## config.mk

```make
export PLATFORM = sky130hd
export DESIGN_NAME = dpl_device_flat
export DESIGN_NICKNAME = d
export VERILOG_FILES = /design/src/dpl_pkg.sv /design/src/dpl_if.sv /design/src/dpl_device.sv /design/src/flat_wrapper.sv
export SDC_FILE = /design/constraint.sdc
export NUM_CORES = 1
export LEC_CHECK = 0
export ABC_AREA = 0
export BUFFER_PORTS_ARGS = -buffer_cell sky130_fd_sc_hd__buf_2
export CORE_MARGIN = 1
export CORE_UTILIZATION = 35
export DETAILED_ROUTE_END_ITERATION = 6
export GPL_ROUTABILITY_DRIVEN = 0
export PLACE_DENSITY_LB_ADDON = 0.3
export SLEW_MARGIN = 5
export SYNTH_ARGS = -nofsm -noshare
export SYNTH_HDL_FRONTEND = slang
export SYNTH_SLANG_ARGS = --single-unit
```

## constraint.sdc

```tcl
create_clock -name CORE_CLK -period 2.67 [get_ports CORE_CLK]
set_clock_uncertainty 0.05 [all_clocks]
set_input_delay 0.1335 -clock CORE_CLK [delete_from_list [all_inputs] [get_ports CORE_CLK]]
set_output_delay 0.1335 -clock CORE_CLK [all_outputs]
set_load 0.03 [all_outputs]
```

## src/dpl_pkg.sv

```systemverilog
/*
 * Shared constants for the line-link power and calibration sequencer:
 * device register map, bit positions, reset values, timing figures,
 * host-side bus register map.
 * Assumes a single 10 MHz core clock on both ends.
 */
package dpl_pkg;

    // ************************************************************
    // Clock and timing
    // ************************************************************
    localparam int CLK_HZ = 10_000_000;
    localparam int CYC_PER_MS = CLK_HZ / 1000;
    localparam int CNT_W = 22;
    localparam int PLL_LOCK_MS = 1;
    localparam int PLL_LOCK_CYC = PLL_LOCK_MS * CYC_PER_MS - 2;
    localparam int LINK_EST_MS = 10;
    // Longest time: strictly under the figure
    localparam int LINK_EST_CYC = LINK_EST_MS * CYC_PER_MS - 2;
    localparam int RES_CAL_MS = 17;
    localparam int RES_CAL_CYC = RES_CAL_MS * CYC_PER_MS;
    localparam int ADC_CAL_MS = 256;
    localparam int ADC_CAL_CYC = ADC_CAL_MS * CYC_PER_MS;
    localparam logic [2:0] CLK_LOST_CYC = 3'h4;
    localparam logic [3:0] RST_HOLD_CYC = 4'h4;
    localparam logic [3:0] FRAME_SYNC_INPUT_DIV = 4'hf;

    // ************************************************************
    // Device register map
    // ************************************************************
    localparam logic [7:0] DEV_OFFHOOK = 8'h05;
    localparam logic [7:0] DEV_PWR = 8'h06;
    localparam logic [7:0] DEV_STATUS = 8'h0c;
    localparam logic [7:0] DEV_CAL = 8'h11;
    localparam logic [7:0] DEV_RCAL = 8'h19;
    localparam logic [7:0] DEV_LINE = 8'h1a;
    localparam logic [7:0] DEV_FSCALE = 8'h1e;
    localparam logic [7:0] DEV_PCM = 8'h21;
    localparam int PWR_LINK_POWERDOWN = 4;
    localparam int PWR_DEVICE_POWERDOWN = 3;
    localparam int OFFHOOK_BIT = 0;
    localparam int CAL_AUTO_CAL_DISABLE = 4;
    localparam int CAL_MANUAL_CAL_TRIGGER = 5;
    localparam int RCAL_RESISTOR_CAL_DISABLE = 5;
    localparam int STAT_PLL_LOCKED = 0;
    localparam int STAT_CAL_BUSY = 1;
    localparam int STAT_FRAME_DETECTED = 6;
    localparam logic [7:0] PWR_RESET_VAL = 8'h10;
    localparam logic [7:0] PWR_POWER_UP = 8'h00;
    localparam logic [7:0] REG_ZERO = 8'h00;

    // ************************************************************
    // Host bus register map (byte addresses)
    // ************************************************************
    localparam logic [4:0] HR_CTRL = 5'h00;
    localparam logic [4:0] HR_CFG = 5'h04;
    localparam logic [4:0] HR_DEVWR = 5'h08;
    localparam logic [4:0] HR_STATUS = 5'h0c;
    localparam logic [4:0] HR_TXD = 5'h10;
    localparam int CTRL_INIT = 0;
    localparam int CTRL_MANUAL_CAL_TRIGGER = 1;
    localparam int CTRL_CLK_RUN = 2;
    localparam int ST_BUSY = 8;
    localparam int ST_SLEEP = 9;

    typedef enum {C_IDLE, C_RES, C_DC, C_ADC} dpl_cal_t;
    typedef enum {H_IDLE, H_RST, H_LOCK, H_W33, H_W26, H_W30, H_W6,
                  H_CAL0, H_CAL1, H_CAL2, H_DW} dpl_host_t;

endpackage

```

## src/dpl_if.sv

```systemverilog
/*
 * Link between the host controller and the sequencer device.
 * Assumes both ends run on the same core clock.
 */
`timescale 1ns/1ns
`default_nettype none
interface dpl_if;
    logic reset_n;
    logic bit_clock;
    logic frame_sync_input;
    logic wr_en;
    logic [7:0] addr;
    logic [7:0] wr_data;
    logic [7:0] tx_data;
    logic [7:0] rd_data;
    logic [7:0] rx_data;
    logic pll_locked;
    logic link_frame_detected;
    logic ring_detect_output;
    logic cal_busy;

    modport dev (
        input reset_n, bit_clock, frame_sync_input, wr_en, addr, wr_data, tx_data,
        output rd_data, rx_data, pll_locked, link_frame_detected,
        ring_detect_output, cal_busy
    );
    modport host (
        output reset_n, bit_clock, frame_sync_input, wr_en, addr, wr_data, tx_data,
        input rd_data, rx_data, pll_locked, link_frame_detected,
        ring_detect_output, cal_busy
    );
endinterface
`default_nettype wire

```

## src/dpl_device.sv

```systemverilog
/*
 * Device end: power modes, isolation link enable, PLL lock timer,
 * frame detect, and automatic / manual calibration sequencing.
 * Assumes the host drives the link signals synchronously to CORE_CLK
 * and that line-side inputs are synchronous as well.
 */
// Functional notes
// - Host asserts reset at every power-up
// - Reset defaults keep line side powered down
// - PLL locks within 1 ms of clock
// - Host init order ends writing 0x00
// - Link off while link powerdown set
// - Host waits lock before clearing link powerdown
// - Link carries data, control, ring, caller ID
// - Reset operation: link off, line status invalid
// - Both bits clear gives normal mode
// - Device powerdown alone: sleep, link and ring
// - Host keeps bit clock running in sleep
// - Host leaves sleep by reset and reprogram
// - Both bits set: complete powerdown, no ring
// - Host leaves deep powerdown likewise
// - Auto calibration on off-hook or power loss
// - 17 ms resistor calibration, skippable by bit
// - 256 ms converter calibration after settle
// - Manual calibration by trigger pulse, 256 ms
// - Host starts manual calibration 256 ms early
// - Frame detect within 10 ms of enable
`timescale 1ns/1ns
`default_nettype none
module dpl_device
    import dpl_pkg::*;
#(
    parameter logic [dpl_pkg::CNT_W-1:0] PLL_CYC = 22'(dpl_pkg::PLL_LOCK_CYC),
    parameter logic [dpl_pkg::CNT_W-1:0] LINK_CYC = 22'(dpl_pkg::LINK_EST_CYC),
    parameter logic [dpl_pkg::CNT_W-1:0] RES_CYC = 22'(dpl_pkg::RES_CAL_CYC),
    parameter logic [dpl_pkg::CNT_W-1:0] ADC_CYC = 22'(dpl_pkg::ADC_CAL_CYC)
)(
    // Clock and reset
    input wire logic CORE_CLK,
    input wire logic RST,
    // Host link
    dpl_if.dev IFC,
    // Line side
    input wire logic [7:0] LINE_RX_DATA,
    input wire logic LINE_RING,
    input wire logic LINE_POWER_OK,
    input wire logic LINE_DC_SETTLED,
    output logic [7:0] LINE_TX_DATA,
    output logic LINE_OFFHOOK,
    output logic LINK_ENABLE,
    output logic RES_CAL_ACTIVE,
    output logic ADC_CAL_ACTIVE
);
    import dpl_pkg::*;

    // ************************************************************
    // Registers and decode
    // ************************************************************
    logic [7:0] pwr_reg, offhook_reg, cal_reg, rcal_reg;
    logic [7:0] line_reg, fscale_reg, pcm_reg;
    logic [7:0] rd_next;
    logic [7:0] status_byte;
    logic dev_rst;
    logic link_pd, dev_pd, deep_pd, sleep_mode, low_power;
    logic wr_ok;

    // Host reset pin and core reset act alike
    assign dev_rst = RST || !IFC.reset_n;
    assign link_pd = pwr_reg[PWR_LINK_POWERDOWN];
    assign dev_pd = pwr_reg[PWR_DEVICE_POWERDOWN];
    assign deep_pd = link_pd && dev_pd;
    assign sleep_mode = !link_pd && dev_pd;
    assign low_power = dev_pd;
    // Only a reset can bring the device out of sleep or deep powerdown
    assign wr_ok = IFC.wr_en && !low_power;

    always_ff @(posedge CORE_CLK)
    begin
        if (dev_rst)
        begin
            pwr_reg <= PWR_RESET_VAL;
            offhook_reg <= REG_ZERO;
            cal_reg <= REG_ZERO;
            rcal_reg <= REG_ZERO;
            line_reg <= REG_ZERO;
            fscale_reg <= REG_ZERO;
            pcm_reg <= REG_ZERO;
        end
        else if (wr_ok)
        begin
            // Written value takes effect on the following cycle
            if (IFC.addr == DEV_PWR) pwr_reg <= IFC.wr_data;
            if (IFC.addr == DEV_OFFHOOK) offhook_reg <= IFC.wr_data;
            if (IFC.addr == DEV_CAL) cal_reg <= IFC.wr_data;
            if (IFC.addr == DEV_RCAL) rcal_reg <= IFC.wr_data;
            if (IFC.addr == DEV_LINE) line_reg <= IFC.wr_data;
            if (IFC.addr == DEV_FSCALE) fscale_reg <= IFC.wr_data;
            if (IFC.addr == DEV_PCM) pcm_reg <= IFC.wr_data;
        end
    end

    // ************************************************************
    // Bit clock activity and PLL lock
    // ************************************************************
    logic bclk_prev_reg;
    logic [2:0] idle_reg;
    logic [CNT_W-1:0] pll_cnt_reg;
    logic clk_running, pll_locked_next;

    assign clk_running = idle_reg < CLK_LOST_CYC;
    assign pll_locked_next = clk_running && pll_cnt_reg == PLL_CYC;

    always_ff @(posedge CORE_CLK)
    begin
        if (dev_rst)
        begin
            bclk_prev_reg <= 1'b0;
            idle_reg <= CLK_LOST_CYC;
            pll_cnt_reg <= '0;
        end
        else
        begin
            bclk_prev_reg <= IFC.bit_clock;
            if (IFC.bit_clock != bclk_prev_reg) idle_reg <= 3'h0;
            else if (clk_running) idle_reg <= idle_reg + 3'h1;
            // Lock timer restarts whenever the clock stops
            if (!clk_running) pll_cnt_reg <= '0;
            else if (pll_cnt_reg != PLL_CYC) pll_cnt_reg <= pll_cnt_reg + 22'h1;
        end
    end

    // ************************************************************
    // Isolation link and frame detect
    // ************************************************************
    logic link_on, fdt_next;
    logic [CNT_W-1:0] link_cnt_reg;

    // No data, ring or frame detect until link powerdown clears and clocks are good; register access is not gated
    assign link_on = !link_pd && pll_locked_next;
    assign fdt_next = link_on && link_cnt_reg == LINK_CYC;

    always_ff @(posedge CORE_CLK)
    begin
        if (dev_rst || !link_on)
            link_cnt_reg <= '0;
        else if (link_cnt_reg != LINK_CYC)
            link_cnt_reg <= link_cnt_reg + 22'h1;
    end

    // ************************************************************
    // Calibration sequencer
    // ************************************************************
    dpl_cal_t cal_state, cal_next;
    logic [CNT_W-1:0] cal_cnt_reg;
    logic offhook_on, offhook_prev_reg, pwr_ok_prev_reg, manual_cal_trigger_prev_reg;
    logic auto_go, manual_go, cal_abort, cal_cnt_clr;

    assign offhook_on = offhook_reg[OFFHOOK_BIT] && fdt_next && !low_power;
    assign auto_go = !cal_reg[CAL_AUTO_CAL_DISABLE] && offhook_on &&
        (!offhook_prev_reg || (pwr_ok_prev_reg && !LINE_POWER_OK));
    // Trigger taken on its fall, after the one-then-zero pulse
    assign manual_go = cal_reg[CAL_AUTO_CAL_DISABLE] && offhook_on &&
        manual_cal_trigger_prev_reg && !cal_reg[CAL_MANUAL_CAL_TRIGGER];
    assign cal_abort = !offhook_on;

    always_comb
    begin
        cal_next = cal_state;
        if (cal_abort)
            cal_next = C_IDLE;
        else if (auto_go)
            cal_next = rcal_reg[RCAL_RESISTOR_CAL_DISABLE] ? C_DC : C_RES;
        else if (manual_go)
            cal_next = C_ADC;
        else
        begin
            unique case (cal_state)
                C_IDLE: cal_next = C_IDLE;
                C_RES: if (cal_cnt_reg == RES_CYC) cal_next = C_DC;
                C_DC: if (LINE_DC_SETTLED) cal_next = C_ADC;
                C_ADC: if (cal_cnt_reg == ADC_CYC) cal_next = C_IDLE;
            endcase
        end
    end

    assign cal_cnt_clr = cal_next != cal_state || auto_go || manual_go;

    always_ff @(posedge CORE_CLK)
    begin
        if (dev_rst)
        begin
            cal_state <= C_IDLE;
            cal_cnt_reg <= '0;
            offhook_prev_reg <= 1'b0;
            pwr_ok_prev_reg <= 1'b0;
            manual_cal_trigger_prev_reg <= 1'b0;
        end
        else
        begin
            cal_state <= cal_next;
            cal_cnt_reg <= cal_cnt_clr ? '0 : cal_cnt_reg + 22'h1;
            offhook_prev_reg <= offhook_on;
            pwr_ok_prev_reg <= LINE_POWER_OK;
            manual_cal_trigger_prev_reg <= cal_reg[CAL_MANUAL_CAL_TRIGGER];
        end
    end

    // ************************************************************
    // Read mux and outputs
    // ************************************************************
    assign status_byte = {1'b0, fdt_next, 4'h0, cal_next != C_IDLE, pll_locked_next};

    always_comb
    begin
        unique case (IFC.addr)
            DEV_PWR: rd_next = pwr_reg;
            DEV_OFFHOOK: rd_next = offhook_reg;
            DEV_STATUS: rd_next = status_byte;
            DEV_CAL: rd_next = cal_reg;
            DEV_RCAL: rd_next = rcal_reg;
            DEV_LINE: rd_next = line_reg;
            DEV_FSCALE: rd_next = fscale_reg;
            DEV_PCM: rd_next = pcm_reg;
            default: rd_next = REG_ZERO;
        endcase
    end

    always_ff @(posedge CORE_CLK)
    begin
        if (dev_rst)
        begin
            IFC.rd_data <= REG_ZERO;
            IFC.rx_data <= REG_ZERO;
            IFC.pll_locked <= 1'b0;
            IFC.link_frame_detected <= 1'b0;
            IFC.ring_detect_output <= 1'b0;
            IFC.cal_busy <= 1'b0;
            LINE_TX_DATA <= REG_ZERO;
            LINE_OFFHOOK <= 1'b0;
            LINK_ENABLE <= 1'b0;
            RES_CAL_ACTIVE <= 1'b0;
            ADC_CAL_ACTIVE <= 1'b0;
        end
        else
        begin
            IFC.rd_data <= rd_next;
            // Voice and caller ID traffic share the rx stream; sleep stops it
            IFC.rx_data <= (fdt_next && !low_power) ? LINE_RX_DATA : REG_ZERO;
            LINE_TX_DATA <= (fdt_next && !low_power) ? IFC.tx_data : REG_ZERO;
            IFC.pll_locked <= pll_locked_next;
            IFC.link_frame_detected <= fdt_next;
            // Ring stays alive in sleep; deep powerdown has no link
            IFC.ring_detect_output <= fdt_next && !deep_pd && LINE_RING;
            IFC.cal_busy <= cal_next != C_IDLE;
            LINE_OFFHOOK <= offhook_on;
            LINK_ENABLE <= link_on;
            RES_CAL_ACTIVE <= cal_next == C_RES;
            ADC_CAL_ACTIVE <= cal_next == C_ADC;
        end
    end

endmodule
`default_nettype wire

```

## src/flat_wrapper.sv

```systemverilog
// flat-port wrapper written by rule: the top's interface ports become plain ports
module dpl_device_flat import dpl_pkg::*;
#(
    parameter logic [dpl_pkg::CNT_W-1:0] PLL_CYC = 22'(dpl_pkg::PLL_LOCK_CYC),
    parameter logic [dpl_pkg::CNT_W-1:0] LINK_CYC = 22'(dpl_pkg::LINK_EST_CYC),
    parameter logic [dpl_pkg::CNT_W-1:0] RES_CYC = 22'(dpl_pkg::RES_CAL_CYC),
    parameter logic [dpl_pkg::CNT_W-1:0] ADC_CYC = 22'(dpl_pkg::ADC_CAL_CYC)
)
  (CORE_CLK, RST, LINE_RX_DATA, LINE_RING, LINE_POWER_OK, LINE_DC_SETTLED, LINE_TX_DATA, LINE_OFFHOOK, LINK_ENABLE, RES_CAL_ACTIVE, ADC_CAL_ACTIVE, IFC_reset_n, IFC_bit_clock, IFC_frame_sync_input, IFC_wr_en, IFC_addr, IFC_wr_data, IFC_tx_data, IFC_rd_data, IFC_rx_data, IFC_pll_locked, IFC_link_frame_detected, IFC_ring_detect_output, IFC_cal_busy);
  dpl_if IFC_i ();
  input wire logic CORE_CLK;
  input wire logic RST;
  input wire logic [7:0] LINE_RX_DATA;
  input wire logic LINE_RING;
  input wire logic LINE_POWER_OK;
  input wire logic LINE_DC_SETTLED;
  output logic [7:0] LINE_TX_DATA;
  output logic LINE_OFFHOOK;
  output logic LINK_ENABLE;
  output logic RES_CAL_ACTIVE;
  output logic ADC_CAL_ACTIVE;
  input wire logic [$bits(IFC_i.reset_n)-1:0] IFC_reset_n;
  input wire logic [$bits(IFC_i.bit_clock)-1:0] IFC_bit_clock;
  input wire logic [$bits(IFC_i.frame_sync_input)-1:0] IFC_frame_sync_input;
  input wire logic [$bits(IFC_i.wr_en)-1:0] IFC_wr_en;
  input wire logic [$bits(IFC_i.addr)-1:0] IFC_addr;
  input wire logic [$bits(IFC_i.wr_data)-1:0] IFC_wr_data;
  input wire logic [$bits(IFC_i.tx_data)-1:0] IFC_tx_data;
  output wire logic [$bits(IFC_i.rd_data)-1:0] IFC_rd_data;
  output wire logic [$bits(IFC_i.rx_data)-1:0] IFC_rx_data;
  output wire logic [$bits(IFC_i.pll_locked)-1:0] IFC_pll_locked;
  output wire logic [$bits(IFC_i.link_frame_detected)-1:0] IFC_link_frame_detected;
  output wire logic [$bits(IFC_i.ring_detect_output)-1:0] IFC_ring_detect_output;
  output wire logic [$bits(IFC_i.cal_busy)-1:0] IFC_cal_busy;
  assign IFC_i.reset_n = IFC_reset_n;
  assign IFC_i.bit_clock = IFC_bit_clock;
  assign IFC_i.frame_sync_input = IFC_frame_sync_input;
  assign IFC_i.wr_en = IFC_wr_en;
  assign IFC_i.addr = IFC_addr;
  assign IFC_i.wr_data = IFC_wr_data;
  assign IFC_i.tx_data = IFC_tx_data;
  assign IFC_rd_data = IFC_i.rd_data;
  assign IFC_rx_data = IFC_i.rx_data;
  assign IFC_pll_locked = IFC_i.pll_locked;
  assign IFC_link_frame_detected = IFC_i.link_frame_detected;
  assign IFC_ring_detect_output = IFC_i.ring_detect_output;
  assign IFC_cal_busy = IFC_i.cal_busy;
  dpl_device #(.PLL_CYC(PLL_CYC), .LINK_CYC(LINK_CYC), .RES_CYC(RES_CYC), .ADC_CYC(ADC_CYC)) u_core (.CORE_CLK(CORE_CLK), .RST(RST), .IFC(IFC_i), .LINE_RX_DATA(LINE_RX_DATA), .LINE_RING(LINE_RING), .LINE_POWER_OK(LINE_POWER_OK), .LINE_DC_SETTLED(LINE_DC_SETTLED), .LINE_TX_DATA(LINE_TX_DATA), .LINE_OFFHOOK(LINE_OFFHOOK), .LINK_ENABLE(LINK_ENABLE), .RES_CAL_ACTIVE(RES_CAL_ACTIVE), .ADC_CAL_ACTIVE(ADC_CAL_ACTIVE));
endmodule
```

==> results.py <==
metrics = {
    "setup_path": {
        "critical_path.slowest_cell": "or4_1",
        "worstSetupStartpointType": "flip-flop",
        "crit_family": "simple AND/OR/NAND/NOR gates",
        "critPathArrivalTime_ns": 2.74,
        "crit_path_cell_trace": "nor4_1, nand4_1, a2111oi_4, a211oi_1, or4_1, nand3_2, buf_12, nor3_1",
        "critPathKind": "flip-flop to flip-flop",
        "cp_slowest_stage_delay_ns": 0.53,
        "crit_required_ns": 2.94,
        "critPathBufInv": 1,
        "path_max_fanout": 22,
        "end_kind": "flip-flop",
    },
    "sta": {
        "post-route-period-util_pct": 92.54,
        "relSlewSlack_pct": 58.50,
        "worst_slack_ns": 0.1992,
        "setup_violations": 0,
        "hold_viol_final": 0,
        "fmax_mhz": 404.7,
        "tightest_slew_ns": 0.6225,
        "finalCriticalPeriod_ns": 2.471,
        "slew_violations": 0,
        "rsz0062_at_grt": "true",
    },
    "place": {
        "port_buffers": 71,
        "dp_hpwl_mm": 10.81,
        "placedInstanceArea_mm2": 0.008353,
        "dp_slack_ns": 0.1432,
    },
    "yosys": {
        "yosysWarnings": 0,
        "synth_area_mm2": 0.007468,
        "syn_area_per_cell_um2": 9.406,
        "yosysSeqAreaShare_pct": 51.47,
        "synth_seq_cells": 192,
        "ys.flop_type": "dfxtp_1",
        "ys_types": 56,
        "ys_top_cells_by_area": "dfxtp_1 (51%), mux2i_1 (5.5%), nor2_1 (4.1%)",
        "yosysTopAreaCell": "dfxtp_1",
        "yosys.area.top_type_share_pct": 51.47,
        "synth_cells": 794,
        "synth_edf_count": 0,
        "synth-async-reset-ratio_pct": 0,
    },
    "final_layout": {
        "diodes": 0,
        "fillers": 2094,
        "drive_above_1_share_pct": 14.98,
        "regMostFlops": "u_core.cal_state",
        "final_area_mm2": 0.009241,
        "largest_reg_flops": 32,
        "area_delta_synth_final_pct": 23.74,
        "finalNetCount": 983,
        "multi_input_area_mm2": 0.003577,
        "regArea_mm2": 0.003844,
    },
    "die": {
        "dieArea_mm2": 0.02193,
        "ios": 73,
        "rows": 53,
        "start_util_pct": 35.64,
        "die_y_um": 148.1,
        "coreArea_mm2": 0.02096,
        "die_x_um": 148.1,
    },
    "power_and_ir_drop": {
        "fin_total_pwr_mw": 5.484,
        "p_leak_nw": 3.408,
        "p_per_area_mw_per_mm2": 593.4,
        "ir_worst_vdd_mv": 0.4389,
    },
    "grt": {
        "grt_pass1_vias": 5425,
        "grt_max_degree": 60,
        "antenna_found_initial": 0,
        "grt_pass1_wl_mm": 26.58,
        "grt-ovfl-total": 0,
        "grt_usage_pct": 15.20,
    },
    "clock_network": {
        "clock-root-buffer": "clkbuf_16",
        "cts_made_buffers": 17,
        "clkTransAtPathRegs_ns": 0.07,
        "clk_path_buf_depth": 2,
        "clock_latency_ns": 0.43,
        "cts-htree-levels": 4,
        "tritoncts": "done",
        "cts.sinks": 192,
    },
    "routing": {
        "firstDrtPassIters": 4,
        "wl_mm": 15.92,
        "drt_iter0_drc": 386,
        "viasPerCell": 4.734,
        "drtAntennaViolNets": 0,
        "wire_per_inst_um": 13.02,
        "drc": 0,
        "num_vias": 5790,
    },
    "outcome": {
        "outcome": "finished, final reports clean",
    },
    "run": {
        "maxCapViolations": 0,
    },
    "hold_path": {
        "hold_path_class": "input port to flip-flop",
    },
}
layer usage:
layer,part of all wire (%),vias up,GRT usage [%]
met3,4.2,9,4.049
li1,-,3034,-
met5,0,-,0
met2,46,94,23.80
met4,0.88,0,3.918
met1,49,2653,20.64
synth_stat cells (6+ instances only):
cell,instances
ha_1,7
nand2b_1,6
dfxtp_1,192
a21oi_1,46
nand4_1,17
nor3_1,35
nand2_1,70
a221oi_1,7
nor2_1,82
o22ai_1,8
and2_1,28
or3_1,10
nor4_1,10
nand3_1,55
and3_1,18
clkbuf_1,21
nor4b_1,7
xor2_1,34
mux2i_1,41
xnor2_1,23
inv_1,10
path summary, 6_finish.rpt:
path                         startpoint  slack [ns]  cells past startpoint                      to
hold reg to reg   u_core.offhook_reg[4]        0.41                      2   u_core.offhook_reg[4]
setup reg to reg    u_core.cal_state[2]        0.20                      8  u_core.cal_cnt_reg[16]
setup / recovery    u_core.cal_state[2]        0.20                      8  u_core.cal_cnt_reg[16]
hold / removal                      RST        0.02                      4      u_core.idle_reg[2]
stage by stage:
stage	hold slack, ns	TNS (ns)	utilization, %	std cells
finish	0.02362	0	44.10	1223
global route	0.01981	-0.0004865	44.10	1223
CTS	0.008965	0	43.94	1222
detailed placement	0.2869	0	39.86	1162
global placement	0.2888	0	39.86	1162
floorplan	0.2052	0	-	823
area by class of cell:
class / count / share of cell area, %
clock inverters: 15 / 1.611
clock buffers: 17 / 4.603
inverters: 11 / 0.4468
repair buffers: 124 / 9.315
flip-flops and latches: 192 / 41.59
well taps: 275 / 3.723
multi-input cells: 589 / 38.71
cells in the final DEF (no fill, tap or decap), types with 4 or more instances in the layout:
| cell | n |
|---|---|
| a21oi_1 | 46 |
| nand2b_1 | 5 |
| and4_1 | 5 |
| o21ai_0 | 5 |
| nand3_1 | 55 |
| o22ai_1 | 8 |
| ha_1 | 7 |
| conb_1 | 30 |
| buf_2 | 71 |
| a31oi_1 | 5 |
| inv_6 | 5 |
| nand2_1 | 70 |
| dlygate4sd3_1 | 28 |
| nor4_1 | 10 |
| and3_1 | 18 |
| nor3_1 | 34 |
| nor2_1 | 82 |
| nor4b_1 | 7 |
| and2_1 | 28 |
| a211oi_1 | 4 |
| a221oi_1 | 7 |
| inv_1 | 10 |
| buf_4 | 22 |
| dfxtp_1 | 192 |
| mux2i_1 | 41 |
| xor2_1 | 34 |
| xnor2_1 | 23 |
| clkbuf_16 | 17 |
| nand4_1 | 17 |
| or3_1 | 10 |
report_power, final:
group          internal (mW)  switching (mW)  leakage (nW)
Clock                   1.24            1.20         0.271
Sequential              2.89         0.00856          1.56
Combinational         0.0689          0.0817          1.58
cells by family after synthesis:
kind of cell | Yosys count | synth area share (%)
buffers and inverters | 42 | 2.379
DFF | 192 | 51.47
and+or+nand+nor | 368 | 25.60
muxes | 41 | 5.495
adders and majority gates | 7 | 1.173
AOI/OAI and AO/OA | 86 | 7.154
xor gates and xnor gates | 57 | 6.685
other | 1 | 0.05021
worst min-delay path, cell delays in order:
cell     delay [ns]
buf_2          0.09
nor2b_1        0.04
buf_4          0.15
nand2_1        0.05
timing repair:
| item | in CTS | in global routing |
|---|---|---|
| setup buffers | 0 | 1 |
| hold buffers | 28 | 0 |
| endpoints found under the hold margin | 58 | 0 |
| setup endpoints to repair | 0 | 37 |
| resized for setup | 0 | 2 |
No activity file was read; power rests on OpenSTA's default activity.
